$ cat config.mk
export PLATFORM = sky130hd
export DESIGN_NAME = wwrs_supervisor
export DESIGN_NICKNAME = d
export VERILOG_FILES = /design/src/verilog/wwrs_pkg.sv /design/src/verilog/wwrs_supervisor.sv
export VERILOG_INCLUDE_DIRS = /design/src /design/src/verilog
export SDC_FILE = /design/constraint.sdc
export NUM_CORES = 1
export LEC_CHECK = 0
export BUFFER_PORTS_ARGS = -buffer_cell sky130_fd_sc_hd__buf_4
export CAP_MARGIN = 20
export CORE_MARGIN = 4
export CORE_UTILIZATION = 45
export CTS_CLUSTER_DIAMETER = 60
export CTS_CLUSTER_SIZE = 10
export DETAILED_ROUTE_END_ITERATION = 6
export GPL_ROUTABILITY_DRIVEN = 0
export PLACE_DENSITY = 0.63
export SLEW_MARGIN = 10
export SYNTH_ARGS = -nofsm -noshare
export SYNTH_HDL_FRONTEND = slang
export SYNTH_SLANG_ARGS = --single-unit
export TNS_END_PERCENT = 30
$ cat constraint.sdc
create_clock -name clk -period 2.5 [get_ports clk]
set_clock_uncertainty 0.1 [all_clocks]
set_input_delay 0.5 -clock clk [delete_from_list [all_inputs] [get_ports clk]]
set_output_delay 0.5 -clock clk [all_outputs]
set_load 0.1 [all_outputs]
$ cat src/verilog/wwrs_consts.svh
// Timing constants and reset values for the window watchdog reset supervisor
`ifndef WWRS_CONSTS_SVH
`define WWRS_CONSTS_SVH

// ----------------------------------------
// Clock and times
// ----------------------------------------
`define WWRS_CLK_NS 100
`define WWRS_UNDERVOLT_LATENCY_US 23
`define WWRS_TIMER_WARMUP_US 200
`define WWRS_CORE_WARMUP_US 1000
`define WWRS_KICK_MIN_PULSE_NS 300
// Cycle counts; every time rounds down to whole cycles, with no minimum
`define WWRS_UNDERVOLT_CYC ((`WWRS_UNDERVOLT_LATENCY_US * 1000) / `WWRS_CLK_NS)
`define WWRS_TIMER_WARMUP_CYC ((`WWRS_TIMER_WARMUP_US * 1000) / `WWRS_CLK_NS)
`define WWRS_CORE_WARMUP_CYC ((`WWRS_CORE_WARMUP_US * 1000) / `WWRS_CLK_NS)

// ----------------------------------------
// Window in ramp cycles
// ----------------------------------------
`define WWRS_WINDOW_MAX_RAMPS 31
`define WWRS_WINDOW_MIN_RAMPS 1

// ----------------------------------------
// Defaults of programmable periods
// ----------------------------------------
`define WWRS_HOLD_PERIOD_CYC 95000
`define WWRS_RAMP_PERIOD_CYC 5390

`endif

$ cat src/verilog/wwrs_pkg.sv
// Types for the window watchdog reset supervisor
package wwrs_pkg;

    // ----------------------------------------
    // Supervisor phases
    // ----------------------------------------
    typedef enum logic [1:0] {
        WWRS_SD = 2'b00,
        WWRS_CORE = 2'b01,
        WWRS_RUN = 2'b10
    } wwrs_phase_t;

    // ----------------------------------------
    // Watchdog phases
    // ----------------------------------------
    typedef enum logic [1:0] {
        WWRS_WD_OFF = 2'b00,
        WWRS_WD_WARM = 2'b01,
        WWRS_WD_WATCH = 2'b10,
        WWRS_WD_FAULT = 2'b11
    } wwrs_wd_t;

    // ----------------------------------------
    // Reset path phases
    // ----------------------------------------
    typedef enum logic [1:0] {
        WWRS_RS_LOW = 2'b00,
        WWRS_RS_WARM = 2'b01,
        WWRS_RS_HOLD = 2'b10,
        WWRS_RS_HIGH = 2'b11
    } wwrs_rs_t;

endpackage

$ cat src/verilog/wwrs_supervisor.sv
// Reset supervisor and windowed watchdog core
//
// Functional notes
// - Reset output pulled low while supervised input is below threshold.
// - After supervised input recovers, reset held low one full hold period.
// - Reset asserts about 23 us after supervised input falls.
// - After power-up reset held low for the hold period.
// - Shutdown asserts reset; release one hold period after waking.
// - Watchdog runs only while enabled; when disabled, fault pin released once any fault pulse under way has ended.
// - Kick falling edges must arrive inside the window.
// - Fault pulse when kick interval is below minimum or above maximum.
// - Fault pulse lasts one hold period from the shared reset timer.
// - Fault released when the timer expires or the chip shuts down.
// - Window maximum is 31 ramp cycles.
// - Window minimum is one ramp cycle.
// - Hold or watchdog timer needs about 200 us warmup after enabling.
// - Core needs about 1 ms after leaving shutdown.
// - Shutdown when all three enables low; wake on any high.
// - Both outputs open-drain, pull low only, never drive high.
`include "wwrs_consts.svh"
`timescale 1ns/1ns
`default_nettype none

module wwrs_supervisor
    import wwrs_pkg::*;
#(
    parameter int HOLD_CYC = `WWRS_HOLD_PERIOD_CYC,
    parameter int RAMP_CYC = `WWRS_RAMP_PERIOD_CYC,
    parameter int CORE_CYC = `WWRS_CORE_WARMUP_CYC,
    parameter int WIN_MAX = `WWRS_WINDOW_MAX_RAMPS,
    parameter int WIN_MIN = `WWRS_WINDOW_MIN_RAMPS
) (
    // Clock and reset
    input wire logic clk,
    input wire logic reset_n,
    // Comparator levels
    input wire logic supervise_in,
    input wire logic watchdog_enable,
    input wire logic regulator_enable,
    input wire logic kick_input,
    // Open-drain reset, output enable low while pulling low
    output logic reset_out_n_o,
    output logic reset_out_n_oe_n,
    // Open-drain watchdog fault
    output logic watchdog_fault_n_o,
    output logic watchdog_fault_n_oe_n
);

    // ----------------------------------------
    // State
    // ----------------------------------------
    localparam int UV_CYC = `WWRS_UNDERVOLT_CYC;
    localparam int WARM_CYC = `WWRS_TIMER_WARMUP_CYC;

    typedef struct packed {
        wwrs_phase_t phase;
        logic [31:0] core_cnt;
        wwrs_rs_t rs;
        logic [31:0] rs_cnt;
        logic [31:0] uv_cnt;
        wwrs_wd_t wd;
        logic [31:0] wd_cnt;
        logic [31:0] ramp_cnt;
        logic [7:0] win_cnt;
        logic kick_q;
        logic rst_oe_n;
        logic wdo_oe_n;
    } wwrs_state_t;

    wwrs_state_t s_q;
    wwrs_state_t s_d;

    logic awake;
    logic kick_fall;

    // ----------------------------------------
    // Next state
    // ----------------------------------------
    always_comb begin
        s_d = s_q;
        awake = supervise_in | watchdog_enable | regulator_enable;
        kick_fall = s_q.kick_q & ~kick_input;
        s_d.kick_q = kick_input;

        case (s_q.phase)
            WWRS_SD: begin
                if (awake) begin
                    s_d.phase = WWRS_CORE;
                    s_d.core_cnt = 32'h0;
                end
            end
            WWRS_CORE: begin
                // Supervisory timing not valid until core settles
                if (!awake) begin
                    s_d.phase = WWRS_SD;
                end else if (s_q.core_cnt >= 32'(CORE_CYC - 1)) begin
                    s_d.phase = WWRS_RUN;
                end else begin
                    s_d.core_cnt = s_q.core_cnt + 32'h1;
                end
            end
            default: begin
                if (!awake) begin
                    s_d.phase = WWRS_SD;
                end
            end
        endcase

        // Reset path; shutdown and core start keep it low
        if (s_q.phase != WWRS_RUN || s_d.phase == WWRS_SD) begin
            s_d.rs = WWRS_RS_LOW;
            s_d.rs_cnt = 32'h0;
            s_d.uv_cnt = 32'h0;
        end else begin
            case (s_q.rs)
                WWRS_RS_LOW: begin
                    if (supervise_in) begin
                        s_d.rs = WWRS_RS_WARM;
                        s_d.rs_cnt = 32'h0;
                    end
                end
                WWRS_RS_WARM: begin
                    if (!supervise_in) begin
                        s_d.rs = WWRS_RS_LOW;
                    end else if (s_q.rs_cnt >= 32'(WARM_CYC - 1)) begin
                        s_d.rs = WWRS_RS_HOLD;
                        s_d.rs_cnt = 32'h0;
                    end else begin
                        s_d.rs_cnt = s_q.rs_cnt + 32'h1;
                    end
                end
                WWRS_RS_HOLD: begin
                    if (!supervise_in) begin
                        s_d.rs = WWRS_RS_LOW;
                    end else if (s_q.rs_cnt >= 32'(HOLD_CYC - 1)) begin
                        s_d.rs = WWRS_RS_HIGH;
                        s_d.uv_cnt = 32'h0;
                    end else begin
                        s_d.rs_cnt = s_q.rs_cnt + 32'h1;
                    end
                end
                default: begin
                    // Filter short dips so glitches do not reset the host
                    if (supervise_in) begin
                        s_d.uv_cnt = 32'h0;
                    end else if (s_q.uv_cnt >= 32'(UV_CYC - 1)) begin
                        s_d.rs = WWRS_RS_LOW;
                    end else begin
                        s_d.uv_cnt = s_q.uv_cnt + 32'h1;
                    end
                end
            endcase
        end

        // Ramp oscillator, one tick per ramp cycle
        if (s_q.ramp_cnt >= 32'(RAMP_CYC - 1)) begin
            s_d.ramp_cnt = 32'h0;
        end else begin
            s_d.ramp_cnt = s_q.ramp_cnt + 32'h1;
        end

        // Watchdog
        if (s_q.phase != WWRS_RUN || s_d.phase == WWRS_SD) begin
            s_d.wd = WWRS_WD_OFF;
        end else if (!watchdog_enable && s_q.wd != WWRS_WD_FAULT) begin
            s_d.wd = WWRS_WD_OFF;
        end else begin
            case (s_q.wd)
                WWRS_WD_OFF: begin
                    s_d.wd = WWRS_WD_WARM;
                    s_d.wd_cnt = 32'h0;
                end
                WWRS_WD_WARM: begin
                    if (s_q.wd_cnt >= 32'(WARM_CYC - 1)) begin
                        s_d.wd = WWRS_WD_WATCH;
                        s_d.ramp_cnt = 32'h0;
                        s_d.win_cnt = 8'h0;
                    end else begin
                        s_d.wd_cnt = s_q.wd_cnt + 32'h1;
                    end
                end
                WWRS_WD_WATCH: begin
                    if (kick_fall && s_q.win_cnt >= 8'(WIN_MIN)) begin
                        s_d.ramp_cnt = 32'h0;
                        s_d.win_cnt = 8'h0;
                    end else if (kick_fall) begin
                        s_d.wd = WWRS_WD_FAULT;
                        s_d.wd_cnt = 32'h0;
                    end else if (s_q.ramp_cnt >= 32'(RAMP_CYC - 1)) begin
                        if (s_q.win_cnt >= 8'(WIN_MAX - 1)) begin
                            s_d.wd = WWRS_WD_FAULT;
                            s_d.wd_cnt = 32'h0;
                        end else begin
                            s_d.win_cnt = s_q.win_cnt + 8'h1;
                        end
                    end
                end
                default: begin
                    // Pulse runs to its end even if the enable drops
                    if (s_q.wd_cnt >= 32'(HOLD_CYC - 1)) begin
                        s_d.wd = WWRS_WD_WATCH;
                        s_d.ramp_cnt = 32'h0;
                        s_d.win_cnt = 8'h0;
                    end else begin
                        s_d.wd_cnt = s_q.wd_cnt + 32'h1;
                    end
                end
            endcase
        end

        // Enables kept in pin polarity so the outputs come straight from flops
        s_d.rst_oe_n = (s_d.rs == WWRS_RS_HIGH);
        s_d.wdo_oe_n = (s_d.wd != WWRS_WD_FAULT);
    end

    // ----------------------------------------
    // Registers
    // ----------------------------------------
    always_ff @(posedge clk) begin
        if (!reset_n) begin
            s_q <= '0;
            s_q.wdo_oe_n <= 1'b1;
        end else begin
            s_q <= s_d;
        end
    end

    // ----------------------------------------
    // Open-drain pins
    // ----------------------------------------
    // Data held low; only the enable toggles
    assign reset_out_n_o = 1'b0;
    assign reset_out_n_oe_n = s_q.rst_oe_n;
    assign watchdog_fault_n_o = 1'b0;
    assign watchdog_fault_n_oe_n = s_q.wdo_oe_n;

endmodule

`default_nettype wire
### After elaboration in Yosys (flattened, before gate mapping)

Cells that the tools add are included.

* output and inout port bits: 4
* input port bits: 6
* ROM bits: 0
* bits in latches: 0
* memories: 0
* bits in registers: 177
* memory bits (writable): 0

* $mul: 0
* div/mod/pow operators: 0
* shift-type cells: 0
* eq/ne operators: 27
* muxes and demuxes: 48
* magnitude comparators: 9
* reduce and logical (&&, ||, !) cells: 18
* add/sub/neg operators: 6
* bitwise logic cells: 9

Operators by type and width (count)
* two-way mux 32 bit: 12
* two-way mux 34 bit: 6
* adder 32 x 1 -> 32 bit, second input constant: 5
* two-way mux 40 bit: 4
* case mux 32 bit (2 select lines): 2
* case mux 40 bit (3 select lines): 1
* case mux 34 bit (3 select lines): 1
* case mux 32 bit (3 select lines): 1
* two-way mux 66 bit: 1
* >= comparator 32 x 11 -> 1 bit, second input constant: 2
* >= comparator 32 x 17 -> 1 bit, second input constant: 2
* two-way mux 64 bit: 1
* >= comparator 32 x 13 -> 1 bit, second input constant: 1
* >= comparator 32 x 14 -> 1 bit, second input constant: 1
* >= comparator 32 x 8 -> 1 bit, second input constant: 1
* two-way mux 8 bit: 4
* inequality test 2 bit, second input constant: 15
* two-way mux 2 bit: 13
* inequality test 3 bit, second input constant: 5
* adder 8 x 1 -> 8 bit, second input constant: 1
* >= comparator 8 x 1 -> 1 bit, second input constant: 1
* >= comparator 8 x 5 -> 1 bit, second input constant: 1
* zero test 2 bit: 4
* AND reduction 4 bit: 2
* other kinds (17): 30

### Logic depth before layout (Yosys ltp)

* depth in word-level cells: 9
* mapped depth: 10

### Least setup slack after synthesis

No wires, ideal clock.

* path type: reg2reg
* start: reg s_q[63] (netlist bit)
* end: reg s_q[48] (netlist bit)
* setup slack: 0.057 ns
* path buffers: 2
* stages on the path, launching flop included: 9
* arrival time: 2.272 ns
* setup time: 0.072 ns
* cells stage by stage: dfxtp_1 or4_4 or4_1 buf_2 inv_2 a31oi_2 buf_6 nor4_1 mux2i_1

* cells in the longest elaborated chain, start to end: 3

Ends and longest elaborated chain
* start: declaration: RTL line wwrs_supervisor.sv:70 `wwrs_state_t s_q;`
* >= comparator 32 x 17 -> 1 bit / >= comparator 32 x 11 -> 1 bit (equally long branches): RTL line wwrs_supervisor.sv:200, wwrs_supervisor.sv:174
* inequality test 4 x 1 -> 1 bit (no source line) / inequality test 2 bit (equally long branches)
* AND reduction 7 bit (no source line) *

Mark *: on every way between the ends. The rest lies on a longest branch, timed or not.
A chain may end at the register's enable or synchronous reset.

### Worst setup path after layout

* start: reg s_q[63] (netlist bit)
* end: reg s_q[5] (netlist bit)

* cells in the longest elaborated chain, start to end: 3

Ends and longest elaborated chain (RTL line)
* >= comparator 32 x 11 -> 1 bit / >= comparator 32 x 17 -> 1 bit (equally long branches): wwrs_supervisor.sv:174, wwrs_supervisor.sv:200
* inequality test 2 bit (no source line) / nonzero test 3 bit (equally long branches)
* AND reduction 8 bit (no source line) *

Marked as above.

==> metrics.yaml <==
outcome: "finished with violations"
failed_checks: "negative setup slack"
coreArea_um2: 16800
slew-limit-headroom_pct: 65.5
gr-usage-all-layers_pct: 16.5
cts_buffers: 17
globalRouteOverflowTotal: 0
fin_util_pct: 55.1
drc: 0
dr.first_iter.drc_count: 387
postSynthAreaPerCell_um2: 9.00
worst_slack_ns: -0.0227
port_buffers: 7
maxClockFrequency_mhz: 396
cp.arrival_ns: 2.78
tritoncts: "yes"
rows: 47
wl_per_cell_um: 13.9
setup_viol: 1
fin_crit_sh_pct: 101
p_per_area_nw_per_um2: 600
cts_root_buf: "clkbuf_16"
cp_max_fo: 5
drv_cap: 0
die_h_um: 140
ios: 10
rsz0062_at_grt: "true"
synth-seq-cells: 177
postSynthCellCount: 868
grt_pass1_wl_mm: 27.2
dr.pass1.iters: 5
syn-cell-area_um2: 7820
diodes: 0
ant_nets: 0
chipWidth_um: 140
total_power_uw: 5560
fin_nets: 957
ys_seq_area_share_pct: 45.3
critPathLaunchType: "register"
grt_max_degree: 34
power.leakage_uw: 0.00328
worstSkewPairLatency_ns: 0.43
yosysMostFrequentCell: "dfxtp_1"
cp-end-kind: "register"
viasPerCell: 5.43
clk_pin_slew_ns: 0.07
worstPathRequired_ns: 2.76
wl_mm: 16.2
synth.area.top_cells: "dfxtp_1, and2_1, nor2_1"
synthArstFlopShare_pct: 0
report.final.slew_viol_count: 0
synth_ff_type: "dfxtp_1"
synth_cell_types: 73
die_area_um2: 19500
irDropWorstVdd_mv: 0.468
htree_levels: 4
yosysTopAreaCellShare_pct: 45.3
clkSinkCount: 177
synth_edf_count: 0
worstHoldPathType: "in -> reg"
cts_buffer_depth: 2
synth_common_cells: "dfxtp_1, nor2_1, and2_1, nand3_1, nand2_1"
hold_violations: 0
antenna_found_initial: 0
placed_area_um2: 8520
tightest_slew_ns: 0.505
whs_ns: 0.177
yosysWarnings: 0
finalInstanceArea_um2: 9280
vias: 6334
yosysTopAreaCell: "dfxtp_1"
place_hpwl_mm: 11.0
crit_type: "reg -> reg"
fin_crit_ns: 2.52
initial_core_util_pct: 46.5
area_growth_pct: 18.7
grt_pass1_vias: 5780
drive_above_1_share_pct: 16.6
-- layout by cell type (no fill, tap or decap), drive strengths merged, types with 3 or more instances in the layout --
cell type and n:
nand2b 7, nand2 45, o311ai 3, ha 17, o32ai 4, xor2 6
and4 8, o211ai 23, mux2i 12, and2 62, nor4 30, nor3 19
o2111ai 3, xnor2 12, buf 65, a311oi 5, o221a 5, dfxtp 177
and3 21, nand3 47, nor2 74, or2 3, o21a 7, a31o 5
a211o 3, o22ai 4, or4 16, a211oi 6, a21o 5, nor2b 6
o31ai 8, o21ai 33, or3 23, inv 49, clkbuf 19, nand4 15
clkinv 4, a21oi 38, conb 21, a31oi 20
-- kinds of logic after synthesis --
logic type / after synthesis / share of synthesized area [%]
fa+ha+maj: 17 / 2.72
mux: 12 / 1.54
simple gates: 380 / 27.5
other cells: 1 / 0.0480
xor+xnor: 18 / 2.02
compound gates: 185 / 16.7
buf+inv: 78 / 4.19
flops: 177 / 45.3
-- cell type report --
class / count / area (um2)
repair buffers: 66 / 574
clock inverters: 14 / 135
multi-input cells: 633 / 4160
flip-flops and latches: 177 / 3550
well taps: 220 / 275
inverters: 39 / 149
fillers: 1552 / 7540
clock buffers: 18 / 439
-- worst max-delay path: stages (launching register included) --
cell and delay, ns:
dfxtp_1 0.31, or4_4 0.54, buf_6 0.14, nor3_4 0.25, a311oi_4 0.15, a211o_1 0.36, or4_4 0.50, a21oi_2 0.11
-- routing by layer --
layer	global-route usage [%]	part of all wire (%)
met1	23.3	51
met2	24.8	44
met3	3.98	3.4
met4	5.15	1.2
met5	0	0
-- final timing paths --
kind | start | to | slack, ns | depth (start not counted)
max | s_q[63] | s_q[5] | -0.02 | 7
max reg2reg | s_q[63] | s_q[5] | -0.02 | 7
min reg2reg | s_q[73] | s_q[73] | 0.35 | 1
min | kick_input | s_q[2] | 0.18 | 2
-- what timing repair did --
action                                  in CTS  in global routing
hold buffers                                 0                  0
pin swaps                                    1                 20
endpoints found under the setup margin      29                 38
setup buffers                                0                  1
gates resized for setup                      4                 29
cloned                                       0                  1
-- stage by stage --
stage | cells | setup slack [ns] | setup TNS (ns)
4_1_cts | 1165 | -0.0186 | -0.0186
5_1_grt | 1167 | -0.0904 | -0.654
6_report | 1167 | -0.0227 | -0.0227
3_5_place_dp | 1133 | -0.103 | -1.25
3_3_place_gp | 1133 | -0.0541 | -0.357
2_1_floorplan | 888 | 0.0565 | 0
-- state kept, by name, summed over array words and instances, names as in the netlist --
signal,flops
s_q,175
reset_out_n_oe_n,1
watchdog_fault_n_oe_n,1
-- power by group --
group	internal (uW)	switching, uW
combinational	44.1	88.8
clock	1350	1230
sequential	2840	7.57
(Power assumes the default switching activity.)
